===== src/logic/cim_pkg.sv =====
// shared constants for the clock input select and fault monitor block
package cim_pkg;
    localparam int NUM_IN = 4;
    localparam int CNT_W = 16;
    // timing: clock period and derived cycle counts
    localparam int CLK_PERIOD_NS = 10;
    localparam int WIN_TIME_NS = 10240;
    localparam int WIN_CYC = WIN_TIME_NS / CLK_PERIOD_NS;
    localparam int PULLIN_TIME_NS = 10000;
    localparam int PULLIN_CYC = PULLIN_TIME_NS / CLK_PERIOD_NS;
    // register word offsets
    localparam logic [3:0] OFS_CTRL = 4'h0;
    localparam logic [3:0] OFS_INEN = 4'h1;
    localparam logic [3:0] OFS_PRIO = 4'h2;
    localparam logic [3:0] OFS_SENS = 4'h3;
    localparam logic [3:0] OFS_THR = 4'h4;
    localparam logic [3:0] OFS_LIVE = 4'h5;
    localparam logic [3:0] OFS_STICKY = 4'h6;
    localparam logic [3:0] OFS_MASK = 4'h7;
    // control register fields
    localparam int CB_AUTO = 0;
    localparam int CB_REGSEL = 1;
    localparam int CB_SEL_LO = 2;
    localparam int CB_ZDM = 4;
    localparam int CB_REVERT = 5;
    localparam int CB_HITLESS = 6;
    localparam int CB_RAMP = 7;
    localparam int CB_XKEEP = 8;
    localparam int CB_REF_LO = 9;
    localparam int CB_PREC_DIS = 12;
    localparam int CB_FAST_DIS = 13;
    // status bit positions (live and sticky share all but SB_ACT, which only the live read holds)
    localparam int SB_LOS = 0;
    localparam int SB_OOF = 4;
    localparam int SB_XLOS = 8;
    localparam int SB_LOL = 9;
    localparam int SB_HOLD = 10;
    localparam int SB_W = 11;
    localparam int SB_ACT = 11;
    // reset values
    localparam logic [31:0] CTRL_RST = 32'h0000_00A0;
    localparam logic [31:0] INEN_RST = 32'h0000_00FF;
    localparam logic [31:0] PRIO_RST = 32'h0000_00E4;
    localparam logic [31:0] SENS_RST = 32'h1010_1010;
    localparam logic [31:0] THR_RST = 32'h0040_0004;
    localparam logic [SB_W-1:0] MASK_RST = 11'h000;
    localparam logic [2:0] REF_XTAL = 3'h0;
    localparam logic [1:0] SEL_RESERVED = 2'h3;
    localparam logic [31:0] RD_UNMAPPED = 32'h0000_0000;
    // operating states of the loop, one-hot
    typedef enum logic [2:0] {
        ST_FREERUN = 3'b001,
        ST_TRACK = 3'b010,
        ST_HOLDOVER = 3'b100
    } cim_state_t;
    // magnitude of a difference between two counts
    function automatic logic [CNT_W-1:0] cim_absdiff(input logic [CNT_W-1:0] a,
                                                    input logic [CNT_W-1:0] b);
        cim_absdiff = (a > b) ? (a - b) : (b - a);
    endfunction
endpackage


===== src/logic/cim_top.sv =====
// clock input select with signal-loss, offset and lock-loss monitoring
//
// The register offsets and the Avalon-MM interface to the registers are this design's own decisions.
`timescale 1ns/1ps
module cim_top import cim_pkg::*; (
    // clock and reset
    input wire logic i_mclk,
    input wire logic i_sys_rst,
    // clock inputs and crystal reference, sampled
    input wire logic [NUM_IN-1:0] i_clock_input,
    input wire logic i_crystal_reference,
    // manual select pins
    input wire logic [1:0] i_sel_pins,
    // phase detector out of lock
    input wire logic i_pll_unlocked,
    // avalon-mm slave
    input wire logic [3:0] i_avs_address,
    input wire logic i_avs_read,
    input wire logic i_avs_write,
    input wire logic [31:0] i_avs_writedata,
    output logic [31:0] o_avs_readdata,
    output logic o_avs_waitrequest,
    // pll control
    output logic [1:0] o_active_input,
    output logic o_holdover,
    output logic o_freerun,
    output logic o_hitless_en,
    output logic o_ramp_en,
    output logic o_outputs_en,
    // status pins
    output logic o_lock_loss_flag,
    output logic o_interrupt_out_n
);
    logic [31:0] ctrl;
    logic [31:0] inen;
    logic [31:0] prio;
    logic [31:0] sens;
    logic [31:0] thr;
    logic [SB_W-1:0] mask;
    logic [SB_W-1:0] sticky;
    logic [SB_W-1:0] live;
    logic [NUM_IN:0] signal_loss_flag;
    logic [NUM_IN:0] frequency_offset_flag;
    logic [CNT_W-1:0] wcnt [NUM_IN+1];
    logic [CNT_W-1:0] ref_cnt;
    logic [CNT_W-1:0] win_ctr;
    logic win_tick;
    logic [NUM_IN-1:0] valid;
    logic [NUM_IN-1:0] in_on;
    logic [1:0] best;
    logic any_valid;
    logic [1:0] man_sel;
    logic man_ok;
    logic src_ok;
    logic [1:0] next_active;
    cim_state_t state;
    cim_state_t next_state;
    logic [15:0] pull_ctr;
    logic acc;
    logic [NUM_IN:0] smp;
    logic [2:0] ref_sel;

    assign smp = {i_crystal_reference, i_clock_input};
    assign in_on = inen[NUM_IN-1:0];
    assign ref_sel = ctrl[CB_REF_LO +: 3];
    assign acc = (i_avs_read | i_avs_write) & ~o_avs_waitrequest;

    // shared measurement window
    always_ff @(posedge i_mclk) begin
        if (i_sys_rst) begin
            win_ctr <= '0;
        end else if (win_tick) begin
            win_ctr <= '0;
        end else begin
            win_ctr <= win_ctr + 1'b1;
        end
    end
    assign win_tick = (win_ctr == CNT_W'(WIN_CYC - 1));

    // zero-ppm reference: crystal or one of the inputs
    always_comb begin
        if (ref_sel == REF_XTAL) begin
            ref_cnt = wcnt[NUM_IN];
        end else begin
            ref_cnt = wcnt[ref_sel[1:0] - 2'h1];
        end
    end

    // one monitor per input plus the crystal; crystal is loss-only
    generate
        for (genvar g = 0; g <= NUM_IN; g++) begin : g_mon
            logic mon_on;
            if (g < NUM_IN) begin : g_in
                assign mon_on = in_on[g] & inen[NUM_IN + g];
            end else begin : g_x
                assign mon_on = 1'b1;
            end
            cim_mon u_mon (
                .i_mclk(i_mclk),
                .i_sys_rst(i_sys_rst),
                .i_clk_smp(smp[g]),
                .i_win_tick(win_tick),
                .i_los_en(mon_on),
                .i_los_sens(sens[8*(g % NUM_IN) +: 8]),
                .i_ref_cnt(ref_cnt),
                .i_prec_thr(thr[CNT_W-1:0]),
                .i_fast_thr(thr[2*CNT_W-1:CNT_W]),
                .i_prec_en(~ctrl[CB_PREC_DIS] & (g < NUM_IN) & in_on[g % NUM_IN]),
                .i_fast_en(~ctrl[CB_FAST_DIS] & (g < NUM_IN) & in_on[g % NUM_IN]),
                .o_los(signal_loss_flag[g]),
                .o_oof(frequency_offset_flag[g]),
                .o_win_cnt(wcnt[g])
            );
        end
    endgenerate

    // validity and best candidate by priority, lower value wins, ties to lower index
    always_comb begin
        for (int i = 0; i < NUM_IN; i++) begin
            valid[i] = in_on[i] & ~signal_loss_flag[i] & ~frequency_offset_flag[i];
        end
        if (ctrl[CB_ZDM]) begin
            valid[NUM_IN-1] = 1'b0;
        end
        any_valid = |valid;
        best = 2'h0;
        for (int i = NUM_IN - 1; i >= 0; i--) begin
            if (valid[i] && (!valid[best] || prio[2*i +: 2] <= prio[2*best +: 2])) begin
                best = 2'(i);
            end
        end
    end

    // manual code: pins after reset, register when chosen
    always_comb begin
        man_sel = ctrl[CB_REGSEL] ? ctrl[CB_SEL_LO +: 2] : i_sel_pins;
        man_ok = in_on[man_sel] & ~signal_loss_flag[man_sel]
               & ~(ctrl[CB_ZDM] & (man_sel == SEL_RESERVED));
    end

    // active input choice
    always_comb begin
        next_active = o_active_input;
        src_ok = man_ok;
        if (!ctrl[CB_AUTO]) begin
            next_active = man_sel;
        end else begin
            src_ok = any_valid;
            if (ctrl[CB_REVERT] || !valid[o_active_input]) begin
                if (any_valid) begin
                    next_active = best;
                end
            end
        end
    end

    always_ff @(posedge i_mclk) begin
        if (i_sys_rst) begin
            o_active_input <= 2'h0;
        end else begin
            o_active_input <= next_active;
        end
    end

    // loop state: never locked stays free-run, lost source goes holdover
    always_comb begin
        case (state)
            ST_FREERUN: next_state = src_ok ? ST_TRACK : ST_FREERUN;
            ST_TRACK: next_state = src_ok ? ST_TRACK : ST_HOLDOVER;
            ST_HOLDOVER: next_state = src_ok ? ST_TRACK : ST_HOLDOVER;
            default: next_state = ST_FREERUN;
        endcase
    end

    always_ff @(posedge i_mclk) begin
        if (i_sys_rst) begin
            state <= ST_FREERUN;
            o_holdover <= 1'b0;
            o_freerun <= 1'b1;
        end else begin
            state <= next_state;
            o_holdover <= (next_state == ST_HOLDOVER);
            o_freerun <= (next_state == ST_FREERUN);
        end
    end

    // pull-in after a switch or a free-run or holdover exit keeps lock loss up
    always_ff @(posedge i_mclk) begin
        if (i_sys_rst) begin
            pull_ctr <= 16'h0000;
        end else if ((next_active != o_active_input && state == ST_TRACK)
                     || (state != ST_TRACK && next_state == ST_TRACK)) begin
            pull_ctr <= 16'(PULLIN_CYC);
        end else if (pull_ctr != 16'h0000) begin
            pull_ctr <= pull_ctr - 16'h0001;
        end
    end

    // lock loss: unlocked, pulling in, or no source to follow
    always_ff @(posedge i_mclk) begin
        if (i_sys_rst) begin
            o_lock_loss_flag <= 1'b1;
        end else begin
            o_lock_loss_flag <= i_pll_unlocked | (pull_ctr != 16'h0000)
                              | (next_state != ST_TRACK);
        end
    end

    // pll steering; hitless and ramp each follow their own control bit
    always_ff @(posedge i_mclk) begin
        if (i_sys_rst) begin
            o_hitless_en <= 1'b0;
            o_ramp_en <= 1'b0;
            o_outputs_en <= 1'b0;
        end else begin
            o_hitless_en <= ctrl[CB_HITLESS];
            o_ramp_en <= ctrl[CB_RAMP];
            o_outputs_en <= ~signal_loss_flag[NUM_IN] | ctrl[CB_XKEEP];
        end
    end

    // live status
    assign live = {o_holdover, o_lock_loss_flag, signal_loss_flag[NUM_IN],
                   frequency_offset_flag[NUM_IN-1:0], signal_loss_flag[NUM_IN-1:0]};

    // sticky: a new event wins over a clear in the same cycle
    always_ff @(posedge i_mclk) begin
        if (i_sys_rst) begin
            sticky <= '0;
        end else if (acc && i_avs_write && i_avs_address == OFS_STICKY) begin
            sticky <= (sticky & ~i_avs_writedata[SB_W-1:0]) | live;
        end else begin
            sticky <= sticky | live;
        end
    end

    // interrupt: any unmasked sticky bit, released when cleared
    always_ff @(posedge i_mclk) begin
        if (i_sys_rst) begin
            o_interrupt_out_n <= 1'b1;
        end else begin
            o_interrupt_out_n <= ~|(sticky & mask);
        end
    end

    // config writes take effect only on the accepted edge
    always_ff @(posedge i_mclk) begin
        if (i_sys_rst) begin
            ctrl <= CTRL_RST;
            inen <= INEN_RST;
            prio <= PRIO_RST;
            sens <= SENS_RST;
            thr <= THR_RST;
            mask <= MASK_RST;
        end else if (acc && i_avs_write) begin
            case (i_avs_address)
                OFS_CTRL: ctrl <= i_avs_writedata;
                OFS_INEN: inen <= i_avs_writedata;
                OFS_PRIO: prio <= i_avs_writedata;
                OFS_SENS: sens <= i_avs_writedata;
                OFS_THR: thr <= i_avs_writedata;
                OFS_MASK: mask <= i_avs_writedata[SB_W-1:0];
                default: ;
            endcase
        end
    end

    // one wait cycle, then one ready cycle per request
    always_ff @(posedge i_mclk) begin
        if (i_sys_rst) begin
            o_avs_waitrequest <= 1'b1;
            o_avs_readdata <= 32'h0000_0000;
        end else begin
            o_avs_waitrequest <= ~((i_avs_read | i_avs_write) & o_avs_waitrequest);
            if (i_avs_read && o_avs_waitrequest) begin
                case (i_avs_address)
                    OFS_CTRL: o_avs_readdata <= ctrl;
                    OFS_INEN: o_avs_readdata <= inen;
                    OFS_PRIO: o_avs_readdata <= prio;
                    OFS_SENS: o_avs_readdata <= sens;
                    OFS_THR: o_avs_readdata <= thr;
                    OFS_LIVE: o_avs_readdata <= 32'({o_active_input, live});
                    OFS_STICKY: o_avs_readdata <= 32'(sticky);
                    OFS_MASK: o_avs_readdata <= 32'(mask);
                    default: o_avs_readdata <= RD_UNMAPPED;
                endcase
            end
        end
    end
endmodule // cim_top


===== src/logic/cim_mon.sv =====
// per-clock signal-loss and frequency-offset monitor
`timescale 1ns/1ps
module cim_mon import cim_pkg::*; (
    // clock and reset
    input wire logic i_mclk,
    input wire logic i_sys_rst,
    // monitored clock and window
    input wire logic i_clk_smp,
    input wire logic i_win_tick,
    // configuration
    input wire logic i_los_en,
    input wire logic [7:0] i_los_sens,
    input wire logic [CNT_W-1:0] i_ref_cnt,
    input wire logic [CNT_W-1:0] i_prec_thr,
    input wire logic [CNT_W-1:0] i_fast_thr,
    input wire logic i_prec_en,
    input wire logic i_fast_en,
    // results
    output logic o_los,
    output logic o_oof,
    output logic [CNT_W-1:0] o_win_cnt
);
    logic prev;
    logic [7:0] gap;
    logic [CNT_W-1:0] cnt;
    logic [CNT_W-1:0] last_cnt;
    logic [1:0] full;
    logic rise;

    assign rise = i_clk_smp & ~prev;

    // period watch: cycles since the last rising edge, saturating
    always_ff @(posedge i_mclk) begin
        if (i_sys_rst) begin
            prev <= 1'b0;
            gap <= 8'h00;
        end else begin
            prev <= i_clk_smp;
            if (rise) begin
                gap <= 8'h00;
            end else if (gap != 8'hFF) begin
                gap <= gap + 8'h01;
            end
        end
    end

    // loss only once the gap exceeds the sensitivity, so short gaps pass
    always_ff @(posedge i_mclk) begin
        if (i_sys_rst) begin
            o_los <= 1'b0;
        end else begin
            o_los <= i_los_en & (gap > i_los_sens);
        end
    end

    // edge count per window; last window kept for the fast check
    always_ff @(posedge i_mclk) begin
        if (i_sys_rst) begin
            cnt <= '0;
            o_win_cnt <= '0;
            last_cnt <= '0;
            full <= 2'h0;
        end else if (i_win_tick) begin
            cnt <= {{(CNT_W-1){1'b0}}, rise};
            o_win_cnt <= cnt;
            last_cnt <= o_win_cnt;
            full <= {full[0], 1'b1}; // marks whole windows held in both stores
        end else if (rise) begin
            cnt <= cnt + 1'b1;
        end
    end

    // precise against reference, fast against own previous window
    // fast waits for two whole windows, else the empty store reads as a jump
    always_ff @(posedge i_mclk) begin
        if (i_sys_rst) begin
            o_oof <= 1'b0;
        end else begin
            o_oof <= (i_prec_en & (cim_absdiff(o_win_cnt, i_ref_cnt) > i_prec_thr))
                   | (i_fast_en & full[1]
                      & (cim_absdiff(o_win_cnt, last_cnt) > i_fast_thr));
        end
    end
endmodule // cim_mon


===== config.mk =====
export PLATFORM = sky130hd
export DESIGN_NAME = cim_top
export DESIGN_NICKNAME = d
export VERILOG_FILES = /design/src/logic/cim_pkg.sv /design/src/logic/cim_top.sv /design/src/logic/cim_mon.sv
export SDC_FILE = /design/constraint.sdc
export NUM_CORES = 2
export LEC_CHECK = 0
export ABC_AREA = 1
export BUFFER_PORTS_ARGS = -buffer_cell sky130_fd_sc_hd__buf_2
export CAP_MARGIN = 20
export CORE_MARGIN = 2
export CORE_UTILIZATION = 54
export CTS_CLUSTER_SIZE = 10
export DETAILED_ROUTE_END_ITERATION = 8
export GPL_TIMING_DRIVEN = 0
export PLACE_DENSITY = 0.7
export RECOVER_POWER = 25
export SYNTH_ARGS = -nofsm -noshare
export SYNTH_HDL_FRONTEND = slang
export SYNTH_SLANG_ARGS = --single-unit

===== constraint.sdc =====
create_clock -name i_mclk -period 7.45 [get_ports i_mclk]
set_input_delay 1.49 -clock i_mclk [delete_from_list [all_inputs] [get_ports i_mclk]]
set_output_delay 1.49 -clock i_mclk [all_outputs]
set_load 0.02 [all_outputs]

## Word level (Yosys, flattened, before mapping)

Index checks and enable logic that the tools add are counted.

- Add/sub/neg operators: 29
- $lt $le $gt $ge: 32
- Eq/ne operators: 23
- Shift operators: 3
- Mux-type cells: 51
- Bitwise logic cells: 80
- Reductions and logical operators: 46

Operators by type and width:

| cell | count |
|---|---|
| greater-than comparator 16 bit | 16 |
| case mux 32 bit (8 select lines) | 1 |
| subtractor 16 bit | 16 |
| 2-to-1 mux 16 bit | 11 |
| adder 16 x 1 -> 16 bit (second input constant) | 6 |
| variable part select 32 x 4 -> 2 bit | 3 |
| binary-select mux 16 bit (select 3 bit) | 1 |
| bitwise AND 1 bit | 46 |
| adder 8 x 1 -> 8 bit (second input constant) | 5 |
| greater-than comparator 8 bit | 5 |
| != test 8 bit (second input constant) | 5 |
| bitwise AND 11 bit | 2 |
| OR 11 bit | 2 |
| 2-to-1 mux 10 bit | 2 |
| inverter 1 bit | 20 |
| 2-to-1 mux 1 bit | 18 |
| 2-to-1 mux 2 bit | 9 |
| == test 16 x 10 -> 1 bit (second input constant) | 1 |
| == test 4 x 3 -> 1 bit (second input constant) | 4 |
| nonzero test 16 bit | 1 |
| OR reduction 2 bit | 8 |
| subtractor 16 x 1 -> 16 bit (second input constant) | 1 |
| < comparator 2 x 3 -> 1 bit (second input constant) | 5 |
| binary-select mux 1 bit (select 2 bit) | 6 |
| other kinds (27) | 70 |

- Register bits after elaboration: 545
- Input port bits: 48
- Output and inout bits: 42
- Logic and storage cells: 327

## Longest topological paths before layout

- Depth in word-level cells: 32
- Depth in mapped cells: 41
- Gate-level depth less buffers: 41

## By module

From an unflattened synthesis, not the netlist that was laid out.

- Cells, all modules: 8,137
- Area, all modules: 49,085.8 um^2

Modules (own cells, without submodules):

| module | times used | cells each | area an instance (um^2) | seq. area each (um^2) |
|---|---|---|---|---|
| cim_mon at g_mon[0].u_mon ... | 3 | 1,295 | 7,440.9 | 1,221.2 |
| cim_top | 1 | 1,646 | 11,776.3 | 5,185.0 |
| cim_mon at g_mon[4].u_mon | 1 | 1,316 | 7,536.0 | 1,221.2 |
| cim_mon at g_mon[1].u_mon | 1 | 1,290 | 7,450.9 | 1,221.2 |

## Least setup slack after synthesis

OpenSTA, ideal clock, no wires.

- Kind: register -> register
- From: reg ctrl[9]
- To: reg g_mon[1].u_mon.o_oof
- Library setup time: 0.129 ns
- Data arrival time: 5.429 ns
- Required time: 7.321 ns
- Path slack: 1.892 ns
- Stages on the path, launching flop included: 31
- Path buffers: 4
- Clock period less this slack: 5.558 ns
- Path through: dfxtp_1 > clkbuf_1 > inv_1 > clkbuf_1 > ha_1 > clkbuf_1 > inv_1 > clkbuf_1 > a21oi_1 > o21ai_0 > nand3_1 > o21ai_0 > inv_1 > ha_1 > nand2_1 > o21ai_0 > a21oi_1 > o21ai_0 > nand2_1 > o211ai_1 > xor2_1 > nand2_1 > nand2_1 > inv_1 > ha_1 > nand2_1 > inv_1 > nand2_1 > or4_1 > o311ai_0 > nand2_1

- Word-level cells in the longest chain between the ends: 11
- Elaborated cells on any way between the ends: 14
- Those cells by class: add/sub: 3; order compare: 2; mux: 5; bitwise: 3; reduce/logical: 1

RTL lines:

| what | line | RTL |
|---|---|---|
| from (decl) | cim_top.sv:34 | `logic [31:0] ctrl;` |
| from (signal assigned) | cim_top.sv:257 | `OFS_CTRL: ctrl <= i_avs_writedata;` |
| subtractor 2 x 1 -> 2 bit | cim_top.sv:85 | `ref_cnt = wcnt[ref_sel[1:0] - 2'h1];` |
| inverter 2 -> 3 bit (implied by the code) | cim_top.sv:85 |  |
| binary-select mux 16 bit (select 3 bit) | cim_top.sv:85 |  |
| 2-to-1 mux 16 bit (implied by the code) (2 in series) | cim_top.sv:85 |  |
| 2-to-1 mux 16 bit (*) | cim_top.sv:82 | `if (ref_sel == REF_XTAL) begin` |
| subtractor 16 bit / greater-than comparator 16 bit (equally long branches) | cim_pkg.sv:59 | `cim_absdiff = (a > b) ? (a - b) : (b - a);` |
| 2-to-1 mux 16 bit (*) | cim_pkg.sv:59 |  |
| greater-than comparator 16 bit (*) | cim_mon.sv:79 | `o_oof <= (i_prec_en & (cim_absdiff(o_win_cnt, i_ref_cnt) > i_prec_thr))` |
| bitwise AND 1 bit (*) | cim_mon.sv:79 |  |
| OR 1 bit (*) | cim_mon.sv:80 | `\| (i_fast_en & full[1]` |
| to (signal assigned) | cim_mon.sv:79 |  |
| to (decl) | cim_mon.sv:20 | `output logic o_oof,` |

Mark *: on every way between the ends. The rest lies on a longest branch, timed or not. The select of a mux whose other input is x is not followed.
A chain may end at the register's enable or synchronous reset.

## Worst setup path in the final report

- From: reg ctrl[9]
- To: reg g_mon[3].u_mon.o_oof

- Word-level cells in the longest chain between the ends: 11
- Elaborated cells on any way between the ends: 14
- Those cells by class: add/sub: 3; order compare: 2; mux: 5; bitwise: 3; reduce/logical: 1

RTL lines:

| what | line |
|---|---|
| subtractor 2 x 1 -> 2 bit | cim_top.sv:85 |
| inverter 2 -> 3 bit (implied by the code) | cim_top.sv:85 |
| binary-select mux 16 bit (select 3 bit) | cim_top.sv:85 |
| 2-to-1 mux 16 bit (implied by the code) (2 in series) | cim_top.sv:85 |
| 2-to-1 mux 16 bit (*) | cim_top.sv:82 |
| subtractor 16 bit / greater-than comparator 16 bit (equally long branches) | cim_pkg.sv:59 |
| 2-to-1 mux 16 bit (*) | cim_pkg.sv:59 |
| greater-than comparator 16 bit (*) | cim_mon.sv:79 |
| bitwise AND 1 bit (*) | cim_mon.sv:79 |
| OR 1 bit (*) | cim_mon.sv:80 |
| to (signal assigned) | cim_mon.sv:79 |
| to (decl) | cim_mon.sv:20 |

Marks and branches as above.

==> flow_metrics.py <==
metrics = {
    "yosys": {
        "yosysTopAreaCell": "dfxtp_1",
        "synth-seq-area-share_pct": 27.7,
        "ys_top_cells_by_area": "dfxtp_1 (28%), ha_1 (14%), a21oi_1 (9.7%)",
        "synth_ff_type": "dfxtp_1",
        "synth_top_area_share_pct": 27.7,
        "synth.most_common_cell": "nand2_1",
        "syn-instance-count": 5645,
        "ys_ff_latch": 539,
        "synth_edf_count": 0,
        "synth.cells.most_frequent": "nand2_1 (950), inv_1 (830), a21oi_1 (754)",
        "synthesis.nets": 6146,
        "synth_area_um2": 39000,
        "synthArstFlopShare_pct": 0,
        "ys_warn_count": 0,
        "yosys.cell_types.count": 67,
        "synth_area_per_cell_um2": 6.90,
    },
    "min_path": {
        "min_path_type": "reg -> reg",
        "worstHoldStart": "win_ctr[0]",
    },
    "worst_setup_path": {
        "slowest_stage": "dfxtp_1",
        "path_max_fanout": 10,
        "arrival_ns": 7.69,
        "crit_start": "ctrl[9]",
        "worstSetupEndpointType": "flip-flop",
        "crit_type": "reg -> reg",
        "max_stage_delay_ns": 0.61,
        "r2r_start": "ctrl[9]",
        "crit_required_ns": 7.98,
        "cp_common_cell": "nand2_1",
        "critPathLaunchType": "flip-flop",
    },
    "timing": {
        "setup_violations": 0,
        "slew_headroom_pct": 25.6,
        "setup_ws_ns": 0.282,
        "drv_slew": 0,
        "fin_crit_sh_pct": 96.2,
        "rsz0062_at_grt": "false",
        "worst_pin_slew_ns": 1.12,
        "fin_setup_tns_ns": 0,
        "finalHoldViolCount": 0,
        "fmax_mhz": 140,
        "fin_hold_ws_ns": 0.445,
        "min_period_ns": 7.17,
        "fin_skew_ns": 0.0249,
    },
    "die": {
        "num_io_pins": 90,
        "dieHeight_um": 273,
        "core_um2": 71500,
        "initial_core_util_pct": 54.5,
        "die_area_um2": 74300,
        "dieWidth_um": 273,
        "rows": 98,
    },
    "detailed_routing": {
        "post_drt_wl_per_cell_um": 22.1,
        "viasPerCell": 5.86,
        "firstDrtPassIters": 8,
        "vias": 39900,
        "ant_nets": 0,
        "drt_iter0_markers": 4080,
        "drc": 0,
        "finalWirelength_mm": 151,
    },
    "run_status": {
        "outcome": "finished, final reports clean",
    },
    "clock_network": {
        "insertion_delay_ns": 0.63,
        "cts.sinks": 539,
        "root_buffer": "clkbuf_16",
        "cts_max_level": 3,
        "cts_tree": "built",
        "cts_buffer_depth": 3,
        "cts_buffers": 67,
        "clk_transition_reported_paths_ns": 0.05,
    },
    "placement": {
        "io_buffers": 88,
        "pre_cts_ws_ns": 0.295,
        "dpl.hpwl_mm": 120,
        "gp_congestion": 1.05,
        "placed_area_um2": 40800,
        "placed_cells": 6699,
    },
    "global_route": {
        "grt-ovfl-total": 0,
        "grt_pass1_wl_mm": 223,
        "antenna_found_initial": 3,
        "grt_pass1_vias": 36800,
        "grt_max_degree": 11,
        "grt_usage_pct": 39.4,
    },
    "layout": {
        "final_core_util_pct": 59.6,
        "fin_cells": 6797,
        "multiInputGateArea_um2": 24100,
        "area_growth_pct": 9.35,
        "final_area_um2": 42600,
        "regArea_um2": 10800,
        "fillers": 7013,
        "drive_above_1_share_pct": 5.53,
        "nets": 6322,
    },
    "power": {
        "p_leak_nw": 20.2,
        "ir_worst_vdd_uv": 205,
        "powerDensity_nw_per_um2": 158,
        "total_power_mw": 6.75,
    },
    "flow_run": {
        "maxCapViolations": 0,
    },
}
==> layer usage <==
metal / GRT usage (%) / up-vias / share of wire, %
met3: 6.74 / 451 / 8.8
li1: - / 19200 / -
met1: 50.7 / 18400 / 41
met5: 0 / - / 0.011
met4: 25.5 / 2 / 7.4
met2: 61.0 / 1866 / 42
==> placed cells by master (no fill, tap or decap), types with 12 or more instances in the layout <==
master and count:
nor3_1 81, nand4_1 41, inv_1 831, buf_2 79, fa_1 16, o21ai_0 617
a211oi_1 16, a21oi_1 754, o221ai_1 25, xor2_1 144, o21ai_1 17, nand3_1 185
o41ai_1 12, o211ai_1 18, buf_4 17, nor2_2 14, nand2_2 14, a21o_1 18
o22ai_1 49, o21a_1 13, xnor2_1 49, a31oi_1 19, clkbuf_1 173, ha_1 437
dfxtp_1 539, nand2_1 950, nor2_1 398, inv_2 16, o21bai_1 18, buf_6 17
o2111ai_1 31, clkbuf_16 69
==> layout make-up <==
cell class / count / area share (%)
multi-input combinational: 4074 / 56.7
sequential: 539 / 25.3
inverter: 855 / 7.55
clock buffer: 83 / 4.22
tap: 950 / 2.79
buffer: 176 / 1.87
timing repair buffer: 108 / 1.35
clock inverter: 11 / 0.238
antenna: 1 / 0.00587
==> flip-flops by register name (all words and copies together), names as in the netlist, 2 cells and up <==
name	cells
g_mon.u_mon.prev	5
o_avs_readdata	32
prio	32
win_ctr	16
o_active_input	2
sticky	11
state	3
inen	32
g_mon.u_mon.last_cnt	64
sens	32
g_mon.u_mon.gap	40
g_mon.u_mon.full	2
g_mon.u_mon.o_los	5
thr	32
pull_ctr	16
ctrl	32
g_mon.u_mon.o_win_cnt	80
g_mon.u_mon.cnt	80
mask	11
g_mon.u_mon.o_oof	4
==> critical path, delay by kind of cell, from the launching register on <==
kind	cells	cell delay, ns
simple gates	11	1.32
flops	1	0.61
xor+xnor	1	0.22
compound gates	8	1.78
buf+inv	10	2.25
fa+ha+maj	3	0.91
==> path summary, 6_finish.rpt <==
path	to	slack, ns	cells past startpoint
worst max-delay path	g_mon[3].u_mon.o_oof	0.28	33
worst min-delay path	win_ctr[0]	0.44	1
worst min register to register	win_ctr[0]	0.44	1
worst max register to register	g_mon[3].u_mon.o_oof	0.28	33
==> cells by family after synthesis <==
family	after synthesis	synth area share, %
xor gates and xnor gates	193	4.34
buffers and inverters	1032	10.4
and+or+nand+nor	1762	19.3
muxes	1	0.0257
adders and majority gates	453	14.9
AOI/OAI and AO/OA	1665	23.4
DFF	539	27.7
==> report_power, final <==
group | switching, mW | internal (mW)
Sequential | 0.0449 | 2.94
Combinational | 0.528 | 0.254
Clock | 1.29 | 1.69
Total | 1.87 | 4.89
==> repair_timing <==
item / 4_1_cts / 5_1_grt
setup buffers: 0 / 4
hold buffers: 0 / 0
endpoints found under the setup margin: 0 / 4
gates resized for setup: 0 / 4
Note: power is estimated with default switching activity, not from simulation.
